**src/ldsv_pkg.sv**
```systemverilog
package ldsv_pkg;

    // synchronised comparator inputs, bit positions in the sync vector
    localparam int SYNC_W        = 9;
    localparam int SI_SUPPLY_OK  = 0;
    localparam int SI_VCC_RESET  = 1;
    localparam int SI_VALLEY_LOW = 2;
    localparam int SI_ZCD_SHORT  = 3;
    localparam int SI_BO_OFF     = 4;
    localparam int SI_BO_ON      = 5;
    localparam int SI_LOW_LINE   = 6;
    localparam int SI_HIGH_LINE  = 7;
    localparam int SI_OTA_SINK   = 8;

    // timing figures in their own units
    localparam int CLK_PERIOD_NS   = 10;
    localparam int TIMEOUT_NS      = 6500;
    localparam int DEAD_TIME_NS    = 40000;
    localparam int AUX_SHORT_MS    = 90;
    localparam int RESTART_S       = 4;
    localparam int DIM_RESET_S     = 3;
    localparam int LOW_LINE_MS     = 25;
    localparam int BO_BLANK_MS     = 25;
    localparam int CYC_PER_MS      = 1000000 / CLK_PERIOD_NS;
    localparam int CYC_PER_S       = 1000 * CYC_PER_MS;

    // derived cycle counts
    localparam logic [31:0] TIMEOUT_CYC   = 32'(TIMEOUT_NS / CLK_PERIOD_NS);
    localparam logic [11:0] DEAD_CYC      = 12'(DEAD_TIME_NS / CLK_PERIOD_NS);
    localparam logic [31:0] AUX_SHORT_CYC = 32'(AUX_SHORT_MS * CYC_PER_MS);
    localparam logic [31:0] RESTART_CYC   = 32'(RESTART_S * CYC_PER_S);
    localparam logic [31:0] DIM_RESET_CYC = 32'(DIM_RESET_S * CYC_PER_S);
    localparam logic [31:0] LOW_LINE_CYC  = 32'(LOW_LINE_MS * CYC_PER_MS);
    localparam logic [31:0] BO_BLANK_CYC  = 32'(BO_BLANK_MS * CYC_PER_MS);

    // dimming steps and their output current levels in percent
    localparam logic [1:0] DIM_FULL = 2'h0;
    localparam logic [1:0] DIM_70   = 2'h1;
    localparam logic [1:0] DIM_25   = 2'h2;
    localparam logic [1:0] DIM_5    = 2'h3;
    localparam logic [6:0] PCT_FULL = 7'h64;
    localparam logic [6:0] PCT_70   = 7'h46;
    localparam logic [6:0] PCT_25   = 7'h19;
    localparam logic [6:0] PCT_5    = 7'h05;

    // valley selection, low line / high line
    localparam logic [3:0] VAL_LL_FULL = 4'h1;
    localparam logic [3:0] VAL_HL_FULL = 4'h2;
    localparam logic [3:0] VAL_LL_70   = 4'h2;
    localparam logic [3:0] VAL_HL_70   = 4'h3;
    localparam logic [3:0] VAL_LL_LOW  = 4'h5;
    localparam logic [3:0] VAL_HL_LOW  = 4'h6;
    localparam logic [3:0] VAL_MAX     = 4'h9;

    typedef enum logic [1:0] {
        ST_OFF,
        ST_RUN,
        ST_WAIT,
        ST_LATCHED
    } ldsv_state_type;

endpackage

```
**src/ldsv_hold_timer.sv**
```systemverilog
`timescale 1ns/1ps
// counts while run is high, restarts when it drops
module ldsv_hold_timer #(
    parameter logic [31:0] LIMIT = 32'h0000_0010,
    parameter bit          WRAP  = 1'b0
) (
    // clock and reset
    input  wire logic sys_clk,
    input  wire logic rst_n,
    // condition and result
    input  wire logic run,
    output logic      expired
);

    typedef struct packed {
        logic [31:0] count;
        logic        expired;
    } ldsv_timer_type;

    ldsv_timer_type t_reg;
    ldsv_timer_type t_next;

    always_comb begin
        t_next = t_reg;
        if (!run) begin
            t_next.count   = 32'h0;
            t_next.expired = 1'b0;
        end else if (t_reg.count == LIMIT - 32'h1) begin
            // wrap mode gives a pulse every period, else a held level
            t_next.expired = 1'b1;
            t_next.count   = WRAP ? 32'h0 : t_reg.count;
        end else begin
            t_next.count   = t_reg.count + 32'h1;
            t_next.expired = WRAP ? 1'b0 : t_reg.expired;
        end
    end

    always_ff @(posedge sys_clk) begin
        if (!rst_n) begin
            t_reg <= '0;
        end else begin
            t_reg <= t_next;
        end
    end

    assign expired = t_reg.expired;

endmodule

```
**src/ldsv_ctrl.sv**
```systemverilog
`timescale 1ns/1ps
// What this block does
// - compensation node grounded while off until first start, and after supply reset or short fault
// - 80 uA boost until amplifier sinks
// - maximum reference until valley sense exceeds 1 V
// - short timer and maximum reference survive supply cycles
// - retry at turn-on, keep compensation level
// - brown-out advances four-state dimming counter, wraps
// - levels 100, 70, 25, 5 percent
// - dimming reset by supply reset or 3 s
// - first pulses after one time-out while dimmed
// - valley on fall below 55 mV; 6.5 us time-out
// - time-out pulses count as missing valleys
// - 90 ms short timer faults, latch or 4 s
// - first valley undimmed at low line, second at high line, else selected valley count
// - low line after 25 ms; high line immediately
// - valleys 1/2/5 low, 2/3/6 high, foldback as 70%
// - decimal counter of detected valleys
// - 40 us extra dead time in 5% state
// - brown-out flag after 25 ms blanking, stops operation
module ldsv_ctrl #(
    parameter logic [31:0] AUX_SHORT_CYC = ldsv_pkg::AUX_SHORT_CYC,
    parameter logic [31:0] RESTART_CYC   = ldsv_pkg::RESTART_CYC,
    parameter logic [31:0] DIM_RESET_CYC = ldsv_pkg::DIM_RESET_CYC,
    parameter logic [31:0] LOW_LINE_CYC  = ldsv_pkg::LOW_LINE_CYC,
    parameter logic [31:0] BO_BLANK_CYC  = ldsv_pkg::BO_BLANK_CYC
) (
    // clock and reset
    input  wire logic       sys_clk,
    input  wire logic       rst_n,
    // supply comparators, asynchronous
    input  wire logic       supply_ok,
    input  wire logic       vcc_below_reset,
    // valley sense comparators, asynchronous
    input  wire logic       valley_sense_low,
    input  wire logic       valley_sense_short_level,
    // line sense comparators, asynchronous
    input  wire logic       line_below_brownout_off,
    input  wire logic       line_above_brownout_on,
    input  wire logic       line_below_low_line_level,
    input  wire logic       line_above_high_line_level,
    // compensation amplifier, asynchronous
    input  wire logic       transconductance_amp_sinking,
    // on-chip logic, same clock
    input  wire logic       on_time_active,
    input  wire logic       thermal_foldback_active,
    input  wire logic       latch_variant,
    // compensation node control
    output logic            comp_ground,
    output logic            comp_boost_en,
    // current reference
    output logic [1:0]      selected_current_reference,
    output logic [6:0]      current_level_pct,
    // switching
    output logic            drive_start,
    output logic            timeout_pulse,
    // status
    output logic            brownout_fault_flag,
    output logic            high_line,
    output logic            aux_short_protect,
    output logic            fault_stop,
    output logic            latched_off
);

    typedef struct packed {
        logic [ldsv_pkg::SYNC_W-1:0] s1;
        logic [ldsv_pkg::SYNC_W-1:0] s2;
        ldsv_pkg::ldsv_state_type    fsm;
        logic                        comp_primed;
        logic                        ota_sank;
        logic                        startup_max;
        logic                        first_pulse;
        logic                        armed;
        logic                        in_dead;
        logic                        valley_prev;
        logic                        bo_flag;
        logic                        bo_prev;
        logic                        high_line;
        logic                        aux_trip;
        logic [1:0]                  dim;
        logic [3:0]                  valleys;
        logic [31:0]                 aux_cnt;
        logic [31:0]                 rest_cnt;
        logic [11:0]                 dead_cnt;
        logic                        comp_ground;
        logic                        comp_boost;
        logic [1:0]                  ref_sel;
        logic [6:0]                  level_pct;
        logic                        drive_start;
        logic                        timeout;
        logic                        latched;
    } ldsv_ctrl_type;

    ldsv_ctrl_type r_reg;
    ldsv_ctrl_type r_next;

    logic timeout_tick;
    logic low_line_expired;
    logic bo_expired;
    logic dim_reset_expired;

    // valley number that releases the next pulse
    function automatic logic [3:0] valley_target(input logic [1:0] step,
                                                 input logic       hl,
                                                 input logic       thermal);
        logic [1:0] s;
        s = step;
        // thermal foldback alone skips like the 70% step
        if (thermal && step == ldsv_pkg::DIM_FULL) begin
            s = ldsv_pkg::DIM_70;
        end
        case (s)
            ldsv_pkg::DIM_FULL: valley_target = hl ? ldsv_pkg::VAL_HL_FULL : ldsv_pkg::VAL_LL_FULL;
            ldsv_pkg::DIM_70:   valley_target = hl ? ldsv_pkg::VAL_HL_70 : ldsv_pkg::VAL_LL_70;
            default:            valley_target = hl ? ldsv_pkg::VAL_HL_LOW : ldsv_pkg::VAL_LL_LOW;
        endcase
    endfunction

    function automatic logic [6:0] step_pct(input logic [1:0] step);
        case (step)
            ldsv_pkg::DIM_FULL: step_pct = ldsv_pkg::PCT_FULL;
            ldsv_pkg::DIM_70:   step_pct = ldsv_pkg::PCT_70;
            ldsv_pkg::DIM_25:   step_pct = ldsv_pkg::PCT_25;
            default:            step_pct = ldsv_pkg::PCT_5;
        endcase
    endfunction

    // repeats while the valley sense stays low
    ldsv_hold_timer #(
        .LIMIT (ldsv_pkg::TIMEOUT_CYC),
        .WRAP  (1'b1)
    ) u_timeout (
        .sys_clk (sys_clk),
        .rst_n   (rst_n),
        .run     (r_reg.s2[ldsv_pkg::SI_VALLEY_LOW]),
        .expired (timeout_tick)
    );

    ldsv_hold_timer #(
        .LIMIT (LOW_LINE_CYC),
        .WRAP  (1'b0)
    ) u_low_line (
        .sys_clk (sys_clk),
        .rst_n   (rst_n),
        .run     (r_reg.s2[ldsv_pkg::SI_LOW_LINE]),
        .expired (low_line_expired)
    );

    ldsv_hold_timer #(
        .LIMIT (BO_BLANK_CYC),
        .WRAP  (1'b0)
    ) u_bo_blank (
        .sys_clk (sys_clk),
        .rst_n   (rst_n),
        .run     (r_reg.s2[ldsv_pkg::SI_BO_OFF]),
        .expired (bo_expired)
    );

    ldsv_hold_timer #(
        .LIMIT (DIM_RESET_CYC),
        .WRAP  (1'b0)
    ) u_dim_reset (
        .sys_clk (sys_clk),
        .rst_n   (rst_n),
        .run     (r_reg.s2[ldsv_pkg::SI_BO_OFF]),
        .expired (dim_reset_expired)
    );

    always_comb begin
        logic       vcc_reset;
        logic       zcd_ok;
        logic       valley_clk;
        logic       fire;
        logic [1:0] eff_step;
        logic [3:0] nv;
        vcc_reset  = 1'b0;
        zcd_ok     = 1'b0;
        valley_clk = 1'b0;
        fire       = 1'b0;
        eff_step   = 2'h0;
        nv         = 4'h0;

        r_next             = r_reg;
        r_next.drive_start = 1'b0;
        r_next.s1 = {transconductance_amp_sinking, line_above_high_line_level, line_below_low_line_level,
                     line_above_brownout_on, line_below_brownout_off, valley_sense_short_level,
                     valley_sense_low, vcc_below_reset, supply_ok};
        r_next.s2 = r_reg.s1;

        vcc_reset = r_reg.s2[ldsv_pkg::SI_VCC_RESET];
        zcd_ok    = r_reg.s2[ldsv_pkg::SI_ZCD_SHORT];

        // a valley or a time-out clocks the counter
        r_next.valley_prev = r_reg.s2[ldsv_pkg::SI_VALLEY_LOW];
        valley_clk = (r_reg.s2[ldsv_pkg::SI_VALLEY_LOW] && !r_reg.valley_prev) || timeout_tick;

        // brown-out flag, set after blanking, cleared above the on level
        if (bo_expired) begin
            r_next.bo_flag = 1'b1;
        end else if (r_reg.s2[ldsv_pkg::SI_BO_ON]) begin
            r_next.bo_flag = 1'b0;
        end

        // one step per brown-out edge, 5% wraps back to full
        r_next.bo_prev = r_reg.bo_flag;
        if (vcc_reset || dim_reset_expired) begin
            r_next.dim = ldsv_pkg::DIM_FULL;
        end else if (r_reg.bo_flag && !r_reg.bo_prev) begin
            r_next.dim = r_reg.dim + 2'h1;
        end

        if (r_reg.s2[ldsv_pkg::SI_HIGH_LINE]) begin
            r_next.high_line = 1'b1;
        end else if (low_line_expired) begin
            r_next.high_line = 1'b0;
        end

        // held through supply cycles, only a supply reset re-arms it
        if (zcd_ok) begin
            r_next.startup_max = 1'b0;
        end else if (vcc_reset) begin
            r_next.startup_max = 1'b1;
        end
        eff_step = r_reg.startup_max ? ldsv_pkg::DIM_FULL : r_reg.dim;

        // short timer is not cleared by a supply cycle
        if (zcd_ok) begin
            r_next.aux_cnt = 32'h0;
        end else if (r_reg.fsm == ldsv_pkg::ST_RUN) begin
            r_next.aux_cnt = r_reg.aux_cnt + 32'h1;
        end

        if (r_reg.fsm == ldsv_pkg::ST_RUN && r_reg.s2[ldsv_pkg::SI_OTA_SINK]) begin
            r_next.ota_sank = 1'b1;
        end

        case (r_reg.fsm)
            ldsv_pkg::ST_OFF: begin
                if (vcc_reset) begin
                    r_next.comp_primed = 1'b0;
                    r_next.ota_sank    = 1'b0;
                end
                if (r_reg.s2[ldsv_pkg::SI_SUPPLY_OK] && !r_reg.bo_flag) begin
                    // retry keeps the compensation level of the last attempt
                    r_next.fsm         = ldsv_pkg::ST_RUN;
                    r_next.first_pulse = 1'b1;
                    r_next.armed       = 1'b1;
                    r_next.in_dead     = 1'b0;
                    r_next.valleys     = 4'h0;
                end
            end
            ldsv_pkg::ST_RUN: begin
                r_next.comp_primed = 1'b1;
                if (!zcd_ok && r_reg.aux_cnt >= AUX_SHORT_CYC - 32'h1) begin
                    r_next.aux_trip    = 1'b1;
                    r_next.aux_cnt     = 32'h0;
                    r_next.rest_cnt    = 32'h0;
                    r_next.comp_primed = 1'b0;
                    r_next.ota_sank    = 1'b0;
                    r_next.fsm = latch_variant ? ldsv_pkg::ST_LATCHED : ldsv_pkg::ST_WAIT;
                end else if (!r_reg.s2[ldsv_pkg::SI_SUPPLY_OK] || r_reg.bo_flag) begin
                    r_next.fsm = ldsv_pkg::ST_OFF;
                end else if (on_time_active) begin
                    r_next.armed   = 1'b1;
                    r_next.in_dead = 1'b0;
                    r_next.valleys = 4'h0;
                end else if (r_reg.armed) begin
                    if (r_reg.in_dead) begin
                        r_next.dead_cnt = r_reg.dead_cnt + 12'h1;
                        fire = (r_reg.dead_cnt == ldsv_pkg::DEAD_CYC - 12'h1);
                    end else if (valley_clk) begin
                        nv = (r_reg.valleys == ldsv_pkg::VAL_MAX) ? r_reg.valleys : r_reg.valleys + 4'h1;
                        r_next.valleys = nv;
                        if (r_reg.first_pulse) begin
                            fire = 1'b1;
                        end else if (nv >= valley_target(eff_step, r_reg.high_line, thermal_foldback_active)) begin
                            if (eff_step == ldsv_pkg::DIM_5) begin
                                r_next.in_dead  = 1'b1;
                                r_next.dead_cnt = 12'h0;
                            end else begin
                                fire = 1'b1;
                            end
                        end
                    end
                end
                if (fire) begin
                    r_next.drive_start = 1'b1;
                    r_next.armed       = 1'b0;
                    r_next.first_pulse = 1'b0;
                    r_next.in_dead     = 1'b0;
                    r_next.valleys     = 4'h0;
                end
            end
            ldsv_pkg::ST_WAIT: begin
                r_next.rest_cnt = r_reg.rest_cnt + 32'h1;
                if (r_reg.rest_cnt == RESTART_CYC - 32'h1) begin
                    r_next.fsm      = ldsv_pkg::ST_OFF;
                    r_next.aux_trip = 1'b0;
                end
            end
            ldsv_pkg::ST_LATCHED: begin
                // only a supply reset releases the latch
                if (vcc_reset) begin
                    r_next.fsm      = ldsv_pkg::ST_OFF;
                    r_next.aux_trip = 1'b0;
                end
            end
            default: begin
                r_next.fsm = ldsv_pkg::ST_OFF;
            end
        endcase

        r_next.comp_ground = (r_next.fsm != ldsv_pkg::ST_RUN) && !r_next.comp_primed;
        r_next.comp_boost  = (r_next.fsm == ldsv_pkg::ST_RUN) && !r_next.ota_sank;
        r_next.ref_sel     = r_next.startup_max ? ldsv_pkg::DIM_FULL : r_next.dim;
        r_next.level_pct   = step_pct(r_next.ref_sel);
        r_next.timeout     = timeout_tick;
        r_next.latched     = r_next.fsm == ldsv_pkg::ST_LATCHED;
    end

    always_ff @(posedge sys_clk) begin
        if (!rst_n) begin
            r_reg             <= '0;
            r_reg.fsm         <= ldsv_pkg::ST_OFF;
            r_reg.startup_max <= 1'b1;
            r_reg.comp_ground <= 1'b1;
            r_reg.level_pct   <= ldsv_pkg::PCT_FULL;
        end else begin
            r_reg <= r_next;
        end
    end

    assign comp_ground                = r_reg.comp_ground;
    assign comp_boost_en              = r_reg.comp_boost;
    assign selected_current_reference = r_reg.ref_sel;
    assign current_level_pct          = r_reg.level_pct;
    assign drive_start                = r_reg.drive_start;
    assign timeout_pulse              = r_reg.timeout;
    assign brownout_fault_flag        = r_reg.bo_flag;
    assign high_line                  = r_reg.high_line;
    assign aux_short_protect          = r_reg.aux_trip;
    assign fault_stop                 = r_reg.aux_trip;
    assign latched_off                = r_reg.latched;

endmodule

```
**config.mk**
```make
export PLATFORM = sky130hd
export DESIGN_NAME = ldsv_ctrl
export DESIGN_NICKNAME = d
export VERILOG_FILES = /design/src/ldsv_pkg.sv /design/src/ldsv_hold_timer.sv /design/src/ldsv_ctrl.sv
export SDC_FILE = /design/constraint.sdc
export NUM_CORES = 1
export LEC_CHECK = 0
export ABC_AREA = 1
export BUFFER_PORTS_ARGS = -buffer_cell sky130_fd_sc_hd__clkbuf_2
export CORE_MARGIN = 5
export CORE_UTILIZATION = 60
export CTS_BUF_LIST = sky130_fd_sc_hd__clkbuf_4
export CTS_CLUSTER_DIAMETER = 80
export DETAILED_ROUTE_END_ITERATION = 16
export PLACE_DENSITY_LB_ADDON = 0.3
export SKIP_LAST_GASP = 1
export SYNTH_ARGS = -nofsm -noshare
export SYNTH_HDL_FRONTEND = slang
export SYNTH_SLANG_ARGS = --single-unit
```
**constraint.sdc**
```tcl
create_clock -name sys_clk -period 3.4 [get_ports sys_clk]
set_clock_uncertainty 0.2 [all_clocks]
set_input_delay 0.17 -clock sys_clk [delete_from_list [all_inputs] [get_ports sys_clk]]
set_output_delay 0.17 -clock sys_clk [all_outputs]
set_load 0.03 [all_outputs]
```
==> metrics.cfg, run 1 <==
[synth]
synth_flop_cell = dfxtp_1
postSynthCellCount = 1831
netlist_area_mm2 = 0.0127
ys_top_cells_by_area = dfxtp_1 41%, nand2_1 11%, inv_1 8.2%
syn_area_per_cell_um2 = 6.93
synth_edf_count = 0
yosysSeqAreaShare = 0.407
syn-num-nets = 1858
synthArstFlopShare = 0
ys_ff_latch = 258
synth_cell_types = 52
yosys.area.top_type = dfxtp_1
yosys_warnings = 0
synth_top_area_share = 0.407

[layout]
area.growth.synth_to_final_pct = 10.5
drive_gt1_frac = 0.112
fin_area_mm2 = 0.0140
largest_reg_flops = 100
final_util = 0.670
nFillCells = 1872
finalNetCount = 1945

[routing]
dr.pass1.iters = 5
top_layer_used = met4
route.met2.wl_mm = 12.4
wl_met1_mm = 12.6
wire_per_inst_um = 12.0
routed_wl_mm = 27.0
avgViaCountPerCell = 5.20
routed-wl-met3_mm = 1.30
vias = 11661
route.detailed.drc = 0
ant_nets = 0
detail_route.iter0.violations = 669

[grt]
grt_usage = 0.226
grt_overflow_total = 0
grt_pass1_wl_mm = 47.2
antenna_found_initial = 1
grt_pass1_vias = 11083
grt_max_degree = 46

[critical_path]
crit_fanout = 10
worstSetupStartpointType = flop
worstPathRequired_ps = 3720
critPathArrivalTime_ps = 3140
r2r_start = r_reg[90]
reg2reg_setup_slack_ps = 580
r2r_end = r_reg[93]
end_kind = flop
crit_type = flop to flop
r2r_cells = 18

[clock_tree]
ctsResizeCount = 0
clkSlewWorstSetupHoldPaths_ps = 60
hold_buffers = 16
h-tree-depth = 3
cts-root-buf = clkbuf_4
clkLatencyLatePin_ps = 650
postCtsSetupBuffers = 0
cts_tree = built
cts.sinks = 258
cts_buffer_depth = 3
cts_buffers = 71

[sta]
setup_viol = 0
worstMarginPinSlew_ps = 687
slew_headroom = 0.541
timing.fmax_mhz = 355
post-route-period-util = 0.830
slew_viol_final = 0
rsz0062_at_grt = false
setup-tns-final_ps = 0
fin_crit_ps = 2820
report.final.hold_viol_count = 0

[run_status]
outcome = finished, final reports clean

[pwr]
power_density_mw_per_mm2 = 410
p_leak_nw = 5.04
ir_worst_vdd_uv = 263

[die]
die_x_um = 155
dieHeight_um = 155
core_mm2 = 0.0210
rows = 53
io_pins = 32
die-area_mm2 = 0.0242
start_util = 0.606

[hold_path]
min_to = r_next[113]
hp-class = primary input to flop
min_path_cells = 4
hp-start = line_below_brownout_off

[run]
cap_violations = 0

[placed_design]
gp_congestion = 0.897
post_dp_cell_area_mm2 = 0.0130
place_hpwl_mm = 19.2
io_buffers = 31

## critical path, cell delays in order (launching register included)
cell	delay [ps]
dfxtp_1	410
ha_1	190
nand3_1	150
o21ai_0	250
inv_1	70
ha_1	280
nand2_1	50
nand2_1	50
nand2_1	40
nand3_1	70
nand2_1	50
nand2_1	50
nand2_1	40
nand2_1	60
nand2_1	100
o21bai_4	210
nand2_2	190
a21oi_1	180
nor2_1	60
## metrics by stage
step,std cells,setup WS [ps],hold slack [ps],power [mW]
finish,2242,579,53.0,5.76
global route,2242,293,24.2,6.05
floorplan,1831,951,67.6,3.21
global placement,2104,757,154,3.25
detailed placement,2104,623,154,3.25
CTS,2240,597,3.94,5.85
## cells by family (layout without fill, tap and decap cells)
| family | count (synthesis) | in the layout | synth area share |
|---|---|---|---|
| XOR/XNOR | 52 | 52 | 0.0359 |
| buffers and inverters | 326 | 460 | 0.101 |
| AO/OA/AOI/OAI | 238 | 238 | 0.104 |
| flip-flops | 258 | 258 | 0.407 |
| other | 0 | 2 | 0 |
| adder cells (fa/ha/maj) | 13 | 13 | 0.0128 |
| AND/OR/NAND/NOR | 944 | 944 | 0.340 |
## final cells by class
type,instances,area (um^2),share of cell area
diodes,2,5.00,0.000357
clock buffers,97,728,0.0519
clock inverters,23,91.3,0.00651
inverters,283,1060,0.0757
multi-input cells,1247,6250,0.445
flip-flops and latches,258,5160,0.368
well taps,275,344,0.0245
repair buffers,57,390,0.0278
## placed cells by master (no fill, tap or decap), types with 10 or more instances in the layout
cell type and count:
nor3b_1 13, nor2_1 234, nand3_1 73, nand2_2 10, o21ai_0 59, a21oi_1 133
nand2_1 380, inv_1 276, or2_2 11, nor4_1 46, nor2_2 19, dlygate4sd3_1 16
dfxtp_1 258, clkbuf_2 31, clkbuf_4 97, clkinv_1 18, ha_1 13, nand4_1 39
buf_4 10, a211oi_1 10, nor3_1 90, o21a_1 12, xnor2_1 14, xor2_1 38
## synthesized netlist by cell type (14+ instances only)
master    number
nand3_1       73
nand4_1       39
xor2_1        38
nor3_1        90
nor4_1        46
dfxtp_1      258
a21oi_1      133
o21ai_0       59
nand2_1      380
inv_1        276
nor2_2        19
clkbuf_1      21
nor2_1       234
xnor2_1       14
## worst max-delay path by stage
stage | from | to | slack [ps] | cells after the start
after CTS | r_reg[90] | r_reg[93] | 600 | 18
after floorplan | r_reg[91] | r_reg[90] | 950 | 20
after global placement | r_reg[91] | r_reg[91] | 760 | 19
after detailed placement | r_reg[90] | r_reg[93] | 620 | 18
after global routing | r_reg[91] | r_reg[93] | 290 | 19
final | r_reg[90] | r_reg[93] | 580 | 18
## metal layers
metal / GRT usage / up-vias
li1: - / 6122
met1: 0.293 / 5232
met2: 0.372 / 250
met3: 0.0434 / 57
met4: 0.0888 / 0
met5: 0 / -
## power by group
part	switching, mW	internal [mW]
clock	1.24	1.32
combinational	0.0923	0.0512
sequential	0.0116	3.04
total	1.34	4.41
(Power assumes the default switching activity.)
==> inputs of run 2 (changes only) <==
--- a/config.mk
+++ b/config.mk
@@ -8,7 +8,7 @@
 export ABC_AREA = 1
 export BUFFER_PORTS_ARGS = -buffer_cell sky130_fd_sc_hd__clkbuf_2
 export CORE_MARGIN = 5
-export CORE_UTILIZATION = 60
+export CORE_UTILIZATION = 59
 export CTS_BUF_LIST = sky130_fd_sc_hd__clkbuf_4
 export CTS_CLUSTER_DIAMETER = 80
 export DETAILED_ROUTE_END_ITERATION = 16
==> constraint.sdc (replaced) <==
create_clock -name sys_clk -period 2.3 [get_ports sys_clk]
set_clock_uncertainty 0.2 [all_clocks]
set_input_delay 0.115 -clock sys_clk [delete_from_list [all_inputs] [get_ports sys_clk]]
set_output_delay 0.115 -clock sys_clk [all_outputs]
set_load 0.03 [all_outputs]
==> run 2 against run 1 <==
Effect of this change:
- the flow now finishes with violations (setup timing)
- combinational power grew 99%
- non-clock buffer count up 77
- final area increased by 7.4%
- fmax rose by 9.7%
==> metrics.cfg, run 2 (synthesis gave the netlist of run 1 again) <==
[die]
rows = 53
dieHeight_um = 157
io_pins = 32
die_x_um = 157
start_util = 0.602
core_mm2 = 0.0211
die-area_mm2 = 0.0245

[layout]
area.growth.synth_to_final_pct = 18.7
fin_area_mm2 = 0.0151
layout_common_cells = 358 x nand2_1, 271 x inv_1, 242 x dfxtp_1
largest_reg_flops = 100
drive_gt1_frac = 0.186
finalNetCount = 2021
final_common_cell = nand2_1
fin_cells = 2316

[sta]
whs_ps = 211
fin_crit_ps = 2570
post-route-period-util = 1.12
rsz0062_at_grt = true
timing.fmax_mhz = 389
setup-tns-final_ps = -3510
report.final.hold_viol_count = 0
slew_headroom = 0.435
worstMarginPinSlew_ps = 847
timing.final.ws_setup_ps = -270
setup_viol = 20
slew_viol_final = 0

[run_status]
violations = setup timing
outcome = complete, but fails checks

[placed_design]
place_ws_ps = -237
io_buffers = 31
gp_congestion = 0.903
place_hpwl_mm = 19.7
placed_cells = 2149
post_dp_cell_area_mm2 = 0.0134

[routing]
dr.pass1.iters = 5
ant_nets = 0
avgViaCountPerCell = 5.26
vias = 12181
route.detailed.drc = 0
wire_per_inst_um = 12.5
detail_route.iter0.violations = 685
routed_wl_mm = 29.0

[clock_tree]
cts-root-buf = clkbuf_4
h-tree-depth = 3
cts_buffers = 69
cts.sinks = 258
clkSlewWorstSetupHoldPaths_ps = 70
cts_tree = built
cts_buffer_depth = 3
clkLatencyLatePin_ps = 680

[critical_path]
end_kind = flop
worstPathRequired_ps = 2600
crit_type = flop to flop
critPathArrivalTime_ps = 2870
worstSetupStartpointType = flop
crit_fanout = 5

[grt]
grt_usage = 0.232
grt_pass1_vias = 11621
grt_overflow_total = 0
antenna_found_initial = 1
grt_pass1_wl_mm = 49.2
grt_max_degree = 46

[pwr]
power_density_mw_per_mm2 = 565
p_leak_nw = 5.52
ir_worst_vdd_uv = 380

[run]
cap_violations = 0

[hold_path]
hp-class = flop to flop

run 2: cell types whose count changed in the layout (fill, tap and decap cells not counted), moves of 9 or more:
| cell | previous run | this run |
|---|---|---|
| buf_4 | 10 | 72 |
| nand2_1 | 380 | 358 |
| nand2_2 | 10 | 29 |
| nor2_1 | 234 | 215 |
| dfxtp_1 | 258 | 242 |
| a21oi_1 | 133 | 120 |
| a21oi_2 | 1 | 13 |
| dfxtp_2 | 0 | 12 |
| dlygate4sd3_1 | 16 | 28 |
| nor2_4 | 5 | 15 |
| nor2_2 | 19 | 28 |
run 2: worst max-delay path, stage by stage (launching register included):
cell,delay (ps)
dfxtp_4,380
ha_4,140
nand3_4,90
xor2_2,170
ha_1,280
inv_1,40
nand2_1,60
nand2_1,50
nand2_1,70
nand2_1,70
nand3_2,70
nand2_1,50
nand2_1,50
nand2_1,40
nand2_1,60
nand2_2,70
o21bai_4,220
buf_6,150
nor2_1,40
nand2_1,50
a21oi_1,60
run 2: stage by stage:
step           power, mW   util
3_5_place_dp        4.84  0.637
6_report            8.52  0.715
5_1_grt             8.94  0.715
2_1_floorplan       4.75      -
4_1_cts             8.65  0.693
3_3_place_gp        4.83  0.637
run 2: where the power goes:
part | total (mW) | internal [mW] | switching [mW]
logic | 0.284 | 0.121 | 0.163
registers | 4.51 | 4.49 | 0.0163
clock network | 3.73 | 1.86 | 1.86
run 2: final timing paths:
kind              slack, ps    endpoint  depth (start not counted)        start
setup reg to reg       -270  r_reg[101]                         20    r_reg[90]
hold reg to reg         210  r_reg[116]                          2  r_next[116]
setup / recovery       -270  r_reg[101]                         20    r_reg[90]
hold / removal          210  r_reg[116]                          2  r_next[116]
run 2: routing by layer:
layer | global-route usage | vias to the layer above | part of all wire
met5 | 0 | - | 0
met4 | 0.0905 | 0 | 0.025
met3 | 0.0492 | 80 | 0.059
met2 | 0.386 | 328 | 0.47
met1 | 0.296 | 5497 | 0.45
li1 | - | 6276 | -
run 2: cell type report:
type	instances	area [um^2]
flip-flops and latches	258	5190
inverters	283	1070
well taps	275	344
fillers	1655	6020
diodes	1	2.50
repair buffers	134	1010
clock buffers	92	691
clock inverters	25	98.8
multi-input cells	1248	6660
run 2: repair_timing:
action | in CTS | in global routing
buffers inserted | 3 | 17
hold endpoints to repair | 68 | 0
cloned | 0 | 1
setup endpoints to repair | 21 | 71
pin swaps | 11 | 22
hold buffers | 28 | 0
resized for setup | 27 | 95
